### src/hdl/pio_pkg.sv
// Constants for the parallel port group and host buffer
// Function
// - Three 8-bit, one 7-bit direction-programmable ports
// - One-bit input port, three-bit output port
// - First port direction by nibble, bits 4-5
// - Second port direction by pin pairs, bits 0-3
// - Reset: ports input, output buffers zero
// - Third port per-pin direction when bus off
// - Bus mode: third port is host address/strobes
// - Fourth port per-pin direction when bus off
// - Bus mode: fourth port is host data
// - Sixteen-byte shared buffer at FF90H-FF9FH
// - Writes always update port output register
// - Output pins read back written value
// - Input pins read external level
// - Mode and data registers at fixed addresses
// - Locations 7H/FH hold request flags
// - Simultaneous host and processor writes refused
package pio_pkg;
    localparam int ADDR_W = 16;
    localparam logic [15:0] ADR_AB_DIR = 16'hff28;
    localparam logic [15:0] ADR_C_MODE = 16'hff29;
    localparam logic [15:0] ADR_D_DIR = 16'hff2a;
    localparam logic [15:0] ADR_A_DATA = 16'hff2c;
    localparam logic [15:0] ADR_B_DATA = 16'hff2d;
    localparam logic [15:0] ADR_C_DATA = 16'hff2e;
    localparam logic [15:0] ADR_D_DATA = 16'hff2f;
    localparam logic [15:0] ADR_E_DATA = 16'hff57;
    localparam logic [15:0] ADR_F_DATA = 16'hff5c;
    localparam logic [11:0] ADR_BUF_BASE = 12'hff9;
    localparam logic [7:0] RST_AB_DIR = 8'h3f;
    localparam logic [7:0] RST_C_MODE = 8'h7f;
    localparam logic [7:0] RST_D_DIR = 8'hff;
    localparam logic [7:0] RST_DATA = 8'h00;
    localparam int BIT_BUS_SEL = 7;
    localparam int BIT_A_LO = 4;
    localparam int BIT_A_HI = 5;
    localparam int BIT_CS = 4;
    localparam int BIT_RD = 5;
    localparam int BIT_WR = 6;
    localparam logic [3:0] FLAG_LO = 4'h7;
    localparam logic [3:0] FLAG_HI = 4'hf;
endpackage

### src/hdl/pio_shared_buf.sv
// Sixteen-byte shared buffer with request flag locations
`timescale 1ns/1ns
module pio_shared_buf (
    input wire logic clk_sys_i,
    input wire logic srst_i,
    input wire logic cpu_we_i,
    input wire logic cpu_re_i,
    input wire logic [3:0] cpu_addr_i,
    input wire logic [7:0] cpu_wdata_i,
    output logic [7:0] cpu_rdata_o,
    input wire logic host_we_i,
    input wire logic host_acc_i,
    input wire logic [3:0] host_addr_i,
    input wire logic [7:0] host_wdata_i,
    output logic [7:0] host_rdata_o,
    output logic cpu_refused_o
);
    logic [7:0] mem_r [16];
    logic [6:0] flag_lo_r;
    logic [6:0] flag_hi_r;
    logic cpu_we_ok;
    logic host_we_ok;

    function automatic logic [7:0] rd(input logic [3:0] a, input logic [6:0] fl,
                                      input logic [6:0] fh, input logic [7:0] m);
        if (a == pio_pkg::FLAG_LO) begin
            return {1'b0, fl};
        end
        if (a == pio_pkg::FLAG_HI) begin
            return {1'b0, fh};
        end
        return m;
    endfunction

    // Concurrent writes from both sides are both refused
    assign cpu_we_ok = cpu_we_i && !host_we_i;
    assign host_we_ok = host_we_i && !cpu_we_i;
    assign cpu_refused_o = cpu_we_i && host_we_i;
    assign cpu_rdata_o = rd(cpu_addr_i, flag_lo_r, flag_hi_r, mem_r[cpu_addr_i]);
    assign host_rdata_o = rd(host_addr_i, flag_lo_r, flag_hi_r, mem_r[host_addr_i]);

    // Data storage
    always_ff @(posedge clk_sys_i) begin
        if (cpu_we_ok) begin
            mem_r[cpu_addr_i] <= cpu_wdata_i;
        end else if (host_we_ok) begin
            mem_r[host_addr_i] <= host_wdata_i;
        end
    end

    // Request flags: processor transfer sets, host access clears, set wins
    always_ff @(posedge clk_sys_i) begin
        if (srst_i) begin
            flag_lo_r <= '0;
            flag_hi_r <= '0;
        end else begin
            for (int i = 0; i < 7; i++) begin
                if ((cpu_we_ok || cpu_re_i) && cpu_addr_i == 4'(i)) begin
                    flag_lo_r[i] <= 1'b1;
                end else if (host_acc_i && host_addr_i == 4'(i)) begin
                    flag_lo_r[i] <= 1'b0;
                end
                if ((cpu_we_ok || cpu_re_i) && cpu_addr_i == 4'(i + 8)) begin
                    flag_hi_r[i] <= 1'b1;
                end else if (host_acc_i && host_addr_i == 4'(i + 8)) begin
                    flag_hi_r[i] <= 1'b0;
                end
            end
        end
    end

    a_flag_set: assert property (@(posedge clk_sys_i) disable iff (srst_i)
        cpu_we_ok && cpu_addr_i == 4'h0 |=> flag_lo_r[0])
        else $error("flag not set by processor transfer");
    a_write_refused: assert property (@(posedge clk_sys_i) disable iff (srst_i)
        cpu_we_i && host_we_i |=> mem_r[$past(cpu_addr_i)] == $past(mem_r[cpu_addr_i]))
        else $error("simultaneous write not refused");
    c_conflict: cover property (@(posedge clk_sys_i) cpu_we_i && host_we_i);
endmodule // pio_shared_buf

### src/hdl/pio_ports.sv
// Parallel port group with host bus mode
`timescale 1ns/1ns
module pio_ports (
    input wire logic clk_sys_i,
    input wire logic srst_i,
    input wire logic [15:0] sfr_addr_i,
    input wire logic sfr_we_i,
    input wire logic sfr_re_i,
    input wire logic [7:0] sfr_wdata_i,
    output logic [7:0] sfr_rdata_o,
    output logic sfr_wr_refused_o,
    input wire logic [7:0] first_port_pin_i,
    output logic [7:0] first_port_pin_o,
    output logic [7:0] first_port_pin_oe_o,
    input wire logic [7:0] second_port_pin_i,
    output logic [7:0] second_port_pin_o,
    output logic [7:0] second_port_pin_oe_o,
    input wire logic [6:0] third_port_pin_i,
    output logic [6:0] third_port_pin_o,
    output logic [6:0] third_port_pin_oe_o,
    input wire logic [7:0] fourth_port_pin_i,
    output logic [7:0] fourth_port_pin_o,
    output logic [7:0] fourth_port_pin_oe_o,
    input wire logic fifth_port_pin_i,
    output logic [2:0] sixth_port_pin_o
);
    logic [7:0] port_ab_serial_direction_r;
    logic [7:0] port_c_mode_control_r;
    logic [7:0] port_d_direction_r;
    logic [7:0] a_out_r;
    logic [7:0] b_out_r;
    logic [6:0] c_out_r;
    logic [7:0] d_out_r;
    logic [2:0] f_out_r;
    logic [7:0] a_s1_r, a_s2_r, b_s1_r, b_s2_r, d_s1_r, d_s2_r;
    logic [6:0] c_s1_r, c_s2_r;
    logic e_s1_r, e_s2_r;
    logic wr_prev_r;
    logic [3:0] hold_addr_r;
    logic [7:0] hold_data_r;
    logic [7:0] host_rd_r;
    logic bus_mode;
    logic [7:0] a_in_dir, b_in_dir, d_in_dir;
    logic [6:0] c_in_dir;
    logic host_cs, host_rd, host_wr, host_we, host_acc;
    logic cpu_buf_sel;
    logic [7:0] buf_cpu_rdata, buf_host_rdata;
    logic [7:0] rdata_nxt;

    assign bus_mode = port_c_mode_control_r[pio_pkg::BIT_BUS_SEL];

    // Direction bit 1 means input
    assign a_in_dir = {{4{port_ab_serial_direction_r[pio_pkg::BIT_A_HI]}},
                       {4{port_ab_serial_direction_r[pio_pkg::BIT_A_LO]}}};
    assign b_in_dir = {{2{port_ab_serial_direction_r[3]}}, {2{port_ab_serial_direction_r[2]}},
                       {2{port_ab_serial_direction_r[1]}},
                       {2{port_ab_serial_direction_r[0]}}};
    assign c_in_dir = bus_mode ? 7'h7f : port_c_mode_control_r[6:0];
    assign d_in_dir = port_d_direction_r;

    // Pin synchronisers
    always_ff @(posedge clk_sys_i) begin
        a_s1_r <= first_port_pin_i;
        a_s2_r <= a_s1_r;
        b_s1_r <= second_port_pin_i;
        b_s2_r <= b_s1_r;
        c_s1_r <= third_port_pin_i;
        c_s2_r <= c_s1_r;
        d_s1_r <= fourth_port_pin_i;
        d_s2_r <= d_s1_r;
        e_s1_r <= fifth_port_pin_i;
        e_s2_r <= e_s1_r;
    end

    // Mode registers
    always_ff @(posedge clk_sys_i) begin
        if (srst_i) begin
            port_ab_serial_direction_r <= pio_pkg::RST_AB_DIR;
            port_c_mode_control_r <= pio_pkg::RST_C_MODE;
            port_d_direction_r <= pio_pkg::RST_D_DIR;
        end else if (sfr_we_i) begin
            case (sfr_addr_i)
                pio_pkg::ADR_AB_DIR: port_ab_serial_direction_r <= sfr_wdata_i;
                pio_pkg::ADR_C_MODE: port_c_mode_control_r <= sfr_wdata_i;
                pio_pkg::ADR_D_DIR: port_d_direction_r <= sfr_wdata_i;
                default: ;
            endcase
        end
    end

    // Port output registers, written whatever the direction
    always_ff @(posedge clk_sys_i) begin
        if (srst_i) begin
            a_out_r <= pio_pkg::RST_DATA;
            b_out_r <= pio_pkg::RST_DATA;
            c_out_r <= pio_pkg::RST_DATA[6:0];
            d_out_r <= pio_pkg::RST_DATA;
            f_out_r <= pio_pkg::RST_DATA[2:0];
        end else if (sfr_we_i) begin
            case (sfr_addr_i)
                pio_pkg::ADR_A_DATA: a_out_r <= sfr_wdata_i;
                pio_pkg::ADR_B_DATA: b_out_r <= sfr_wdata_i;
                pio_pkg::ADR_C_DATA: c_out_r <= sfr_wdata_i[6:0];
                pio_pkg::ADR_D_DATA: d_out_r <= sfr_wdata_i;
                pio_pkg::ADR_F_DATA: f_out_r <= sfr_wdata_i[2:0];
                default: ;
            endcase
        end
    end

    // Host bus decode on synchronised third port pins
    assign host_cs = !c_s2_r[pio_pkg::BIT_CS];
    assign host_rd = bus_mode && host_cs && !c_s2_r[pio_pkg::BIT_RD];
    assign host_wr = host_cs && !c_s2_r[pio_pkg::BIT_WR];
    assign host_we = bus_mode && wr_prev_r && !host_wr;
    assign host_acc = host_we || (host_rd && c_s2_r[pio_pkg::BIT_RD + 0] == 1'b0 &&
                                  !host_rd_r[0]);

    // Write strobe edge: latch address and data while strobe low
    always_ff @(posedge clk_sys_i) begin
        if (srst_i) begin
            wr_prev_r <= 1'b0;
            hold_addr_r <= '0;
            hold_data_r <= '0;
            host_rd_r <= '0;
        end else begin
            wr_prev_r <= bus_mode && host_wr;
            host_rd_r <= {7'h00, host_rd};
            if (bus_mode && host_wr) begin
                hold_addr_r <= c_s2_r[3:0];
                hold_data_r <= d_s2_r;
            end
        end
    end

    assign cpu_buf_sel = sfr_addr_i[15:4] == pio_pkg::ADR_BUF_BASE;

    pio_shared_buf u_buf (
        .clk_sys_i(clk_sys_i),
        .srst_i(srst_i),
        .cpu_we_i(sfr_we_i && cpu_buf_sel),
        .cpu_re_i(sfr_re_i && cpu_buf_sel),
        .cpu_addr_i(sfr_addr_i[3:0]),
        .cpu_wdata_i(sfr_wdata_i),
        .cpu_rdata_o(buf_cpu_rdata),
        .host_we_i(host_we),
        .host_acc_i(host_acc),
        .host_addr_i(host_we ? hold_addr_r : c_s2_r[3:0]),
        .host_wdata_i(hold_data_r),
        .host_rdata_o(buf_host_rdata),
        .cpu_refused_o(sfr_wr_refused_o)
    );

    // Read mux: input pins return level, output pins return last write
    always_comb begin
        rdata_nxt = 8'h00;
        if (cpu_buf_sel) begin
            rdata_nxt = buf_cpu_rdata;
        end else begin
            case (sfr_addr_i)
                pio_pkg::ADR_AB_DIR: rdata_nxt = port_ab_serial_direction_r;
                pio_pkg::ADR_C_MODE: rdata_nxt = port_c_mode_control_r;
                pio_pkg::ADR_D_DIR: rdata_nxt = port_d_direction_r;
                pio_pkg::ADR_A_DATA: rdata_nxt = (a_in_dir & a_s2_r) | (~a_in_dir & a_out_r);
                pio_pkg::ADR_B_DATA: rdata_nxt = (b_in_dir & b_s2_r) | (~b_in_dir & b_out_r);
                pio_pkg::ADR_C_DATA: rdata_nxt = {1'b0, (c_in_dir & c_s2_r) | (~c_in_dir & c_out_r)};
                pio_pkg::ADR_D_DATA: rdata_nxt = (d_in_dir & d_s2_r) | (~d_in_dir & d_out_r);
                pio_pkg::ADR_E_DATA: rdata_nxt = {7'h00, e_s2_r};
                pio_pkg::ADR_F_DATA: rdata_nxt = {5'h00, f_out_r};
                default: rdata_nxt = 8'h00;
            endcase
        end
    end

    always_ff @(posedge clk_sys_i) begin
        if (srst_i) begin
            sfr_rdata_o <= 8'h00;
        end else begin
            sfr_rdata_o <= rdata_nxt;
        end
    end

    // Pin drivers
    assign first_port_pin_o = a_out_r;
    assign first_port_pin_oe_o = ~a_in_dir;
    assign second_port_pin_o = b_out_r;
    assign second_port_pin_oe_o = ~b_in_dir;
    assign third_port_pin_o = c_out_r;
    assign third_port_pin_oe_o = ~c_in_dir;
    assign fourth_port_pin_o = bus_mode ? buf_host_rdata : d_out_r;
    assign fourth_port_pin_oe_o = bus_mode ? {8{host_rd}} : ~d_in_dir;
    assign sixth_port_pin_o = f_out_r;

    a_reset_inputs: assert property (@(posedge clk_sys_i)
        srst_i |=> first_port_pin_oe_o == 8'h00 && fourth_port_pin_oe_o == 8'h00)
        else $error("ports not inputs after reset");
    a_bus_third_in: assert property (@(posedge clk_sys_i) disable iff (srst_i)
        bus_mode |-> third_port_pin_oe_o == 7'h00)
        else $error("third port driven in bus mode");
    a_bus_drive: assert property (@(posedge clk_sys_i) disable iff (srst_i)
        bus_mode && !host_rd |-> fourth_port_pin_oe_o == 8'h00)
        else $error("fourth port driven without host read");
    a_nibble_dir: assert property (@(posedge clk_sys_i) disable iff (srst_i)
        first_port_pin_oe_o[7] == first_port_pin_oe_o[4])
        else $error("nibble direction split");
    a_pair_dir: assert property (@(posedge clk_sys_i) disable iff (srst_i)
        second_port_pin_oe_o[1] == !port_ab_serial_direction_r[0])
        else $error("pair direction wrong");
    a_write_any_dir: assert property (@(posedge clk_sys_i) disable iff (srst_i)
        sfr_we_i && sfr_addr_i == pio_pkg::ADR_A_DATA |=> a_out_r == $past(sfr_wdata_i))
        else $error("port write lost");
    a_read_output: assert property (@(posedge clk_sys_i) disable iff (srst_i)
        sfr_addr_i == pio_pkg::ADR_F_DATA |=> sfr_rdata_o == {5'h00, $past(f_out_r)})
        else $error("output readback wrong");
    a_d_dir: assert property (@(posedge clk_sys_i) disable iff (srst_i)
        !bus_mode |-> fourth_port_pin_oe_o == ~port_d_direction_r)
        else $error("fourth port direction wrong");
    c_bus_mode: cover property (@(posedge clk_sys_i) bus_mode && host_rd);
    c_host_write: cover property (@(posedge clk_sys_i) host_we);
    c_a_output: cover property (@(posedge clk_sys_i) first_port_pin_oe_o == 8'hff);
endmodule // pio_ports

### config.mk
export PLATFORM = sky130hd
export DESIGN_NAME = pio_ports
export DESIGN_NICKNAME = d
export VERILOG_FILES = /design/src/hdl/pio_pkg.sv /design/src/hdl/pio_shared_buf.sv /design/src/hdl/pio_ports.sv
export SDC_FILE = /design/constraint.sdc
export NUM_CORES = 1
export LEC_CHECK = 0
export ABC_AREA = 1
export BUFFER_PORTS_ARGS = -buffer_cell sky130_fd_sc_hd__buf_2
export CELL_PAD_IN_SITES_DETAIL_PLACEMENT = 1
export CELL_PAD_IN_SITES_GLOBAL_PLACEMENT = 1
export CORE_MARGIN = 10
export CORE_UTILIZATION = 44
export DETAILED_ROUTE_END_ITERATION = 8
export PLACE_DENSITY = 0.84
export SETUP_SLACK_MARGIN = 0.2
export SYNTH_ARGS = -nofsm -noshare
export SYNTH_HDL_FRONTEND = slang
export SYNTH_SLANG_ARGS = --single-unit
### constraint.sdc
create_clock -name clk_sys_i -period 3.35 [get_ports clk_sys_i]
set_clock_uncertainty 0.1 [all_clocks]
set_input_delay 0.67 -clock clk_sys_i [delete_from_list [all_inputs] [get_ports clk_sys_i]]
set_output_delay 0.67 -clock clk_sys_i [all_outputs]
set_load 0.05 [all_outputs]
== Word-level counts from Yosys, hierarchy flattened ==
Memories as Yosys holds them, arrays and structs flattened.
Index checks and enable logic that the tools add are counted.
Cells by class
  add/sub/neg operators: 0
  multipliers: 0
  div/mod/pow operators: 0
  $lt $le $gt $ge: 0
  equal/unequal tests: 40
  shift-type cells: 0
  multiplexer cells: 56
  bitwise gates (word level): 17
  reductions and logical operators: 75
Operators by type and width (count)
  $eq 16x16->1 const B: 9
  $mux 8: 12
  $pmux 8 s9: 1
  $eq 4x4->1 const B: 16
  $and 8x8->8: 6
  $logic_and 1x1->1: 41
  $mux 1: 40
  $eq 4x3->1 const B: 8
  $reduce_bool 2->1: 14
  $not 8->8: 3
  $or 8x8->8: 3
  $eq 4x2->1 const B: 4
  $reduce_and 2->1: 8
  $and 7x7->7: 2
  $eq 12x12->1 const B: 1
  $eq 4x1->1 const B: 2
  $logic_not 4->1: 2
  $mux 4: 2
  $reduce_or 8->1: 1
  $logic_not 1->1: 7
  $mux 7: 1
  $not 7->7: 1
  $or 7x7->7: 1
  $logic_or 1x1->1: 2
  $not 1->1: 1
Word-level totals
  register bits: 158
  latch bits: 0
  bits in writable memories: 128
  bits in read-only memories: 0
  bits of input ports: 60
  output and inout port bits: 74
  word-level logic and storage cells: 226
  memories: 1
Memory list
  u_buf.mem_r: words 16, width 8, rd ports 2, clocked after memory_dff 0, write ports 1, RTL line pio_shared_buf.sv:18  | logic [7:0] mem_r [16];

== Depth between registers and ports, before layout ==
Gate-level depths: netlist of the first run.
  depth in word-level cells: 11
  depth in mapped cells: 16
  gate-level depth less buffers: 15

== Cells and area by module ==
A second synthesis of the first run with hierarchy kept.
Unflattened totals
  cell total of the unflattened synthesis: 1705
  area, all modules: 13544.2 um^2
By module, submodules not included
  pio_shared_buf: instances 1, cells an instance 1013, area each 7813.7 um^2, sequential area each 4124.0 um^2
  pio_ports: instances 1, cells an instance 692, area each 5730.5 um^2, sequential area each 2882.8 um^2

== Least setup slack after synthesis of the first run ==
No wires, ideal clock.
  path type: in2reg
  from: in sfr_addr_i[13]
  to: mem u_buf.mem_r[8][0], enable pin
  setup time: 0.370 ns
  arrival: 2.620 ns
  required time: 2.880 ns
  path slack: 0.259 ns
  cell stages on the path: 12
  buffers on the path: 0
  cell sequence: nand2_1 -> nor2_1 -> nand2_1 -> inv_1 -> nand4_1 -> nor2_1 -> inv_1 -> ha_1 -> inv_1 -> o21ai_0 -> nand3b_1 -> nor2_1
Between the ends
  word-level cells in the longest chain between the ends: 9
  elaborated cells on any way between the ends: 13
  classes of those cells: eq/ne: 1; mux: 7; reduce/logical: 5
Ends and longest elaborated chain
  from (decl): RTL line pio_ports.sv:6  | input wire logic [15:0] sfr_addr_i,
  $eq 12x12->1 *: RTL line pio_ports.sv:136  | assign cpu_buf_sel = sfr_addr_i[15:4] == pio_pkg::ADR_BUF_BASE;
  $logic_and 1x1->1 *: RTL line pio_ports.sv:141  | .cpu_we_i(sfr_we_i && cpu_buf_sel),
  $logic_not 1->1: RTL line pio_shared_buf.sv:37  | assign host_we_ok = host_we_i && !cpu_we_i;
  $logic_and 1x1->1: RTL line pio_shared_buf.sv:37
  $mux 1: RTL line pio_shared_buf.sv:46  | end else if (host_we_ok) begin
  $mux 1: RTL line pio_shared_buf.sv:44  | if (cpu_we_ok) begin
  $mux 1 (implied by the code): RTL line pio_shared_buf.sv:47  | mem_r[host_addr_i] <= host_wdata_i;
  $reduce_or 8->1 (no line)
  $mux 4 (no line) / $mux 1 (equally long branches)
  to (decl): RTL line pio_shared_buf.sv:18
Every way passes the cells marked *; elsewhere a longest branch is shown, timed or not.

== Worst setup path after layout of the first run ==
  from: reg c_s2_r[6]
  to: out fourth_port_pin_o[4]
Between the ends
  word-level cells in the longest chain between the ends: 11
  elaborated cells on any way between the ends: 15
  classes of those cells: eq/ne: 2; mux: 8; reduce/logical: 4; memory: 1
Ends and longest elaborated chain
  from (decl): RTL line pio_ports.sv:36  | logic [6:0] c_s1_r, c_s2_r;
  from (signal assigned): RTL line pio_ports.sv:68  | c_s2_r <= c_s1_r;
  $logic_not 1->1 *: RTL line pio_ports.sv:114  | assign host_wr = host_cs && !c_s2_r[pio_pkg::BIT_WR];
  $logic_and 1x1->1 *: RTL line pio_ports.sv:114
  $logic_not 1->1 *: RTL line pio_ports.sv:115  | assign host_we = bus_mode && wr_prev_r && !host_wr;
  $logic_and 1x1->1 *: RTL line pio_ports.sv:115
  $mux 4 *: RTL line pio_ports.sv:148  | .host_addr_i(host_we ? hold_addr_r : c_s2_r[3:0]),
  branches (longest 4 deep; another with $mem_v2 16x8)
  $mux 8 *: RTL line pio_shared_buf.sv:29  | if (a == pio_pkg::FLAG_HI) begin
  $mux 8 *: RTL line pio_ports.sv:190  | assign fourth_port_pin_o = bus_mode ? buf_host_rdata : d_out_r;
  to (decl): RTL line pio_ports.sv:22  | output logic [7:0] fourth_port_pin_o,
Every way passes the cells marked *. The select of a mux whose other input is x is not followed.

==> results of run 1 <==
area by class of cell:
| class | count | area, µm² | share of cell area [%] |
|---|---|---|---|
| clock inverter | 13 | 141 | 0.880 |
| tap | 378 | 473 | 2.94 |
| multi-input combinational | 1015 | 5160 | 32.2 |
| sequential | 286 | 7020 | 43.7 |
| inverter | 111 | 435 | 2.71 |
| antenna | 1 | 2.50 | 0.0156 |
| clock buffer | 43 | 873 | 5.44 |
| timing repair buffer | 248 | 1960 | 12.2 |
cell usage in the layout, fill, tap and decap left out, drive strengths merged, types with 5 or more instances in the layout:
master | synthesis | final
nand2 | 495 | 495
buf | 35 | 242
dfxtp | 158 | 158
o21ai | 133 | 133
edfxtp | 128 | 128
inv | 110 | 109
nor2 | 103 | 104
nand3 | 81 | 81
a21oi | 74 | 74
a22oi | 52 | 52
clkbuf | 40 | 49
o211ai | 29 | 29
nand4 | 11 | 11
clkinv | 1 | 11
o21bai | 8 | 8
o22ai | 6 | 6
o221ai | 5 | 5
through the flow:
step,hold WS (ps),utilization (%),setup slack [ps]
after floorplan,210,-,259
after global placement,211,49.6,174
after detailed placement,213,49.6,10.0
after CTS,76.0,55.9,-64.1
after global routing,80.2,57.5,-372
final,83.9,57.5,-318
worst reg2reg max path: stages, from the launching register on:
cell,delay (ps)
dfxtp_2,340
inv_2,80
nand2_4,70
buf_4,150
buf_4,120
buf_4,120
buf_4,120
buf_4,120
buf_4,130
buf_4,120
buf_4,120
buf_4,120
buf_4,120
buf_4,120
buf_4,130
buf_4,120
buf_4,130
nor2_4,120
buf_4,190
o21ai_0,120
a21oi_1,250
final timing paths:
path	from	endpoint	depth (start not counted)
min	second_port_pin_i[1]	b_s1_r[1]	1
max reg2reg	c_s2_r[6]	hold_addr_r[2]	20
min reg2reg	b_s1_r[0]	b_s2_r[0]	0
max	c_s2_r[6]	fourth_port_pin_o[4]	17
state kept, by name, summed over array words and instances, names as in the netlist, 3 cells and up:
signal / flops
d_s1_r: 8
u_buf.mem_r: 128
d_in_dir: 8
d_out_r: 8
second_port_pin_o: 8
c_s1_r: 7
u_buf.flag_lo_r: 7
u_buf.flag_hi_r: 7
hold_data_r: 8
sfr_rdata_o: 8
port_ab_serial_direction_r: 8
a_s1_r: 8
sixth_port_pin_o: 3
d_s2_r: 8
c_s2_r: 7
first_port_pin_o: 8
third_port_pin_o: 7
a_s2_r: 8
hold_addr_r: 4
port_c_mode_control_r: 8
b_s2_r: 8
b_s1_r: 8
cell families after synthesis:
family	after synthesis	synth area share [%]
and+or+nand+nor	697	22.7
AOI/OAI and AO/OA	311	14.8
DFF	286	55.8
buffers and inverters	186	6.17
muxes	3	0.259
adders and majority gates	3	0.299
cells in the mapped netlist, drive strengths merged (4+ instances only):
| cell type | n |
|---|---|
| nand2 | 495 |
| dfxtp | 158 |
| o21ai | 133 |
| edfxtp | 128 |
| inv | 110 |
| nor2 | 103 |
| nand3 | 81 |
| a21oi | 74 |
| a22oi | 52 |
| clkbuf | 40 |
| buf | 35 |
| o211ai | 29 |
| nand4 | 11 |
| o21bai | 8 |
| o22ai | 6 |
| o221ai | 5 |
| nor3 | 4 |
routing by layer:
layer	vias up	part of all wire (%)	routed length (µm)	track usage (%)
met3	305	10	5850	5.13
met2	1026	46	26500	47.1
met5	-	0	0	0
met4	0	6.9	3940	14.7
li1	5401	-	-	-
met1	6349	37	20900	36.3
power by group:
part	internal, W	leakage (nW)	switching [W]
Clock	0.00198	0.496	0.00149
Combinational	0.000232	4.31	0.000469
Sequential	0.00368	2.45	0.0000183
repair_timing:
item	4_1_cts	5_1_grt
hold buffers	0	0
endpoints found under the setup margin	8	23
gates resized for setup	103	61
pin swaps	27	30
cloned	4	5
setup buffers	29	17
==> out/results.txt, run 1 <==
Initial antenna violation count - 1
Final setup viols - 8
Setup WS post-layout - -318 ps
Cells along the critical path - inv_2, nand2_4, nand2_8, nand2_4, o21ai_4, buf_6, buf_8, clkbuf_16, nand2_1, nand2_1, nand2_1, nand3_4, o21bai_1, nand2_1, nand2_1, nand2_1, buf_6
Ys flop type - dfxtp_1
Layout cells sized above 1 - 23.6%
Via Count - 13081
IR drop worst, VDD - 425 µV
Routability cong. - 0.961
CTS root buf - clkbuf_16
Post-synth top area cell - edfxtp_1
# H-tree levels - 1
Hold Fails Final Rpt - 0
TritonCTS clock tree - built
Worst Tran Pin Value - 868 ps
Max Transition Viols Final - 0
Die width - 189 µm
Avg Inst Size Synth - 8.44 µm²
Pwr/cell area - 490 nW/µm²
Antenna viol nets, final - 0
Tcrit/Tclk final - 109%
Yosys warns - 0
First-pass GRT wire length - 80.7 mm
Syn Nets - 1549
FF-to-FF setup slack - 230 ps
Synthesized cell area - 12500 µm²
DP Area - 13900 µm²
Number of synthesized flops with an enable pin - 128
RSZ-0062 raised after global routing - true
Area grow syn2layout - 28.0%
Yosys cell types - 36
Post-route setup TNS - -1840 ps
Die Ht - 189 µm
Hold/Removal Path Class - input port to register
CTS clk-pin slew, worst paths - 70 ps
CP most frequent cell - nand2_1
Synthesized instance count - 1486
Worst Setup Start Kind - register
Largest net degree at the start of global routing - 46
Worst Path Required - 2580 ps
DPL Wire Length - 34.5 mm
Cell Rows - 61
Number of I/O pins - 134
Number of CTS-inserted buffers - 30
FMAX - 0.273 GHz
Register bit count reported by yosys - 286
Status - finished, violations left
Initial Utilization - 44.9%
Failing checks - negative setup slack
Core area - 27900 µm²
Worst Path Buf+Inv - 5
Worst EP arrival - 2900 ps
Number of clock sinks - 286
Worst path max stage delay - 360 ps
Minimum clock period - 3670 ps
Final std cell area, no fill - 16100 µm²
Clock latency on the worst-skew pair - 580 ps
Drt drc - 0
Congestion Overflow GR - 0
Crit path kind - register to output pin
P_leak - 7.26 nW
Sequential cell area fraction in the yosys report - 55.8%
Max-cap violations - 0
Final WL - 57.1 mm
Placed cells - 1983
Crit path max-delay cell type - dfxtp_2
Vias per cell - 6.24
WL/cell - 27.3 µm
Initial DRC Count - 1861
Vias in the first global route - 13099
Fin cells - 2095
Bufs on Longest Clock Path - 3
Die Area - 35700 µm²
Cells taking the most area after synthesis - edfxtp_1 31%, dfxtp_1 25%, nand2_1 15%
I/O Buffers - 133
Relative slew slack - 41.5%
NumNets Final - 1755
Share of the synthesized area in the top cell type - 30.6%
Fillers - 3285
Critical path peak fanout - 11
Crit path capture type - output pin
GRT Total Usage - 28.9%
Ys async rst share - 0%
Crit path max-delay family - simple AND/OR/NAND/NOR gates
Pwr Total - 0.00787 W
DR pass1 iterations - 5
Note: power is estimated with default switching activity, not from simulation.
==> run 2, diff against run 1 <==
==> constraint.sdc (replaced) <==
create_clock -name clk_sys_i -period 3.35 [get_ports clk_sys_i]
set_clock_uncertainty 0.1 [all_clocks]
set_input_delay 0.335 -clock clk_sys_i [delete_from_list [all_inputs] [get_ports clk_sys_i]]
set_output_delay 0.335 -clock clk_sys_i [all_outputs]
set_load 0.05 [all_outputs]
==> run 2 against run 1 <==
Effect of this change: wire length fell by 2.0%; largest power group unchanged; core utilization fell by 0.99 points; highest routed layer is now met5; hold slack got worse by 40 ps; power rose by 1.1%; fmax rose by 13%; non-clock buffer count fell by 13; the run now ends clean; final cell count fell by 0.48%; flip-flop and latch count did not move; largest cell class unchanged; setup slack improved by 410 ps; die area did not move; sequential share of layout area rose by 0.77 points.
==> out/results.txt, run 2 (synthesis gave the netlist of run 1 again) <==
Drt drc - 0 (unchanged)
GRT Total Usage - 29.3% (was 28.9%)
Critical path peak fanout - 11 (unchanged)
Top reg by flops - u_buf.mem_r (unchanged)
CTS clk-pin slew, worst paths - 70 ps (about the same)
FMAX - 0.307 GHz (was 0.273 GHz)
Worst EP arrival - 2820 ps (was 2900 ps)
NumNets Final - 1746 (was 1755)
Most common cell after layout, fill and taps aside - nand2_1 (unchanged)
Setup WS post-layout - 90.8 ps (was -318 ps)
Worst Setup Start Kind - register (unchanged)
Initial Utilization - 44.9% (unchanged)
Initial DRC Count - 1597 (was 1861)
Antenna viol nets, final - 0 (unchanged)
Via Count - 12814 (was 13081)
WL/cell - 26.9 µm (was 27.3 µm)
Clock latency on the worst-skew pair - 590 ps (was 580 ps)
Cell Rows - 61 (unchanged)
Minimum clock period - 3260 ps (was 3670 ps)
Worst Tran Pin Value - 790 ps (was 868 ps)
Ant diodes - 0 (was 1)
Bufs on Longest Clock Path - 3 (unchanged)
Vias in the first global route - 13092 (was 13099)
Crit path capture type - output pin (unchanged)
TritonCTS clock tree - built (unchanged)
Flip-flop count of the largest register after layout - 128 (unchanged)
DR pass1 iterations - 6 (was 5)
Relative slew slack - 47.1% (was 41.5%)
Die Area - 35700 µm² (unchanged)
R2r startpoint - port_c_mode_control_r[7] (was c_s2_r[6])
Final WL - 56.0 mm (was 57.1 mm)
# H-tree levels - 1 (unchanged)
Worst Hold Launch - sfr_wdata_i[5] (was second_port_pin_i[1])
Number of CTS-inserted buffers - 30 (unchanged)
Pwr/cell area - 504 nW/µm² (was 490 nW/µm²)
Worst Path Required - 2910 ps (was 2580 ps)
Tcrit/Tclk final - 97.3% (was 109%)
RSZ-0062 raised after global routing - true (unchanged)
Largest net degree at the start of global routing - 62 (was 46)
CTS root buf - clkbuf_16 (unchanged)
Die width - 189 µm (unchanged)
Max Transition Viols Final - 0 (unchanged)
Initial antenna violation count - 1 (unchanged)
Number of clock sinks - 286 (unchanged)
FF-to-FF setup slack - 410 ps (was 230 ps)
Layout cells sized above 1 - 19.7% (was 23.6%)
P_leak - 7.09 nW (was 7.26 nW)
Max-cap violations - 0 (unchanged)
Most frequent cells in the layout - 465 x nand2_1, 153 x dfxtp_1, 128 x edfxtp_1 (was 438 x nand2_1, 153 x dfxtp_1, 128 x edfxtp_1)
Area grow syn2layout - 25.8% (was 28.0%)
Hold Fails Final Rpt - 0 (unchanged)
I/O Buffers - 133 (unchanged)
Post-route setup TNS - 0 ps (was -1840 ps)
Die Ht - 189 µm (unchanged)
Routability cong. - 0.913 (was 0.961)
Place WS - 135 ps (was 10.0 ps)
Status - finished, final reports clean (was finished, violations left)
Worst Setup SP - port_c_mode_control_r[7] (was c_s2_r[6])
First-pass GRT wire length - 81.5 mm (was 80.7 mm)
Crit path kind - register to output pin (unchanged)
Hold/Removal Path Class - input port to register (unchanged)
Congestion Overflow GR - 0 (unchanged)
Vias per cell - 6.15 (was 6.24)
Core area - 27900 µm² (unchanged)
DPL Wire Length - 33.8 mm (was 34.5 mm)
Final setup viols - 0 (was 8)
IR drop worst, VDD - 435 µV (was 425 µV)
Number of I/O pins - 134 (unchanged)
[run 2: final timing paths]
check,endpoint,cells past startpoint
setup / recovery,fourth_port_pin_o[4],16
hold reg to reg,b_s2_r[6],0
hold / removal,second_port_pin_o[5],3
setup reg to reg,u_buf.mem_r[7][1],10
[run 2: worst max-delay path, cell delays in order (launching register included)]
cell	delay, ps
dfxtp_2	350
nand2_4	80
clkinv_4	110
nand2_8	100
nand2_4	80
o21ai_4	60
buf_12	150
bufbuf_16	290
nand2_1	70
nand2_1	110
nand2_2	100
nand3_2	130
o21bai_1	180
nand2_1	80
nand2_2	90
nand2_1	70
buf_6	160
[run 2: final cells by class]
class | count | area, µm²
clock buffers | 37 | 817
well taps | 378 | 473
inverters | 111 | 432
repair buffers | 235 | 1780
fillers | 3288 | 12200
clock inverters | 19 | 224
repair inverters | 1 | 8.76
multi-input cells | 1018 | 5030
flip-flops and latches | 286 | 7020
[run 2: power breakdown]
| group | internal [W] | switching (W) |
|---|---|---|
| Combinational | 0.000212 | 0.000443 |
| Clock | 0.00205 | 0.00155 |
| Sequential | 0.00368 | 0.0000190 |
| Total | 0.00594 | 0.00201 |
[run 2: metrics by stage]
stage / std cells / hold slack (ps) / total power (W) / utilization, % / instance area (µm²)
2_1_floorplan: 1486 / 210 / 0.00404 / - / 12500
3_3_place_gp: 1976 / 210 / 0.00426 / 49.3 / 13800
3_5_place_dp: 1976 / 213 / 0.00428 / 49.3 / 13800
4_1_cts: 2079 / 7.40 / 0.00784 / 55.7 / 15600
5_1_grt: 2085 / 52.6 / 0.00811 / 56.5 / 15800
6_report: 2085 / 43.5 / 0.00795 / 56.5 / 15800
[run 2: what timing repair did]
item                       in CTS  in global routing
buffers inserted                8                  3
gates resized for setup        66                 37
pin swaps                      14                 16
hold buffers                   32                  0
hold endpoints to repair       32                  0
cloned                          7                  3
setup endpoints to repair       8                  8
[run 2: layer usage]
metal	track usage [%]	share of wire [%]	vias to the layer above
met3	6.21	9.9	258
met1	35.3	36	6251
li1	-	-	5389
met2	48.5	47	914
met5	0	0.023	-
met4	15.4	6.3	2
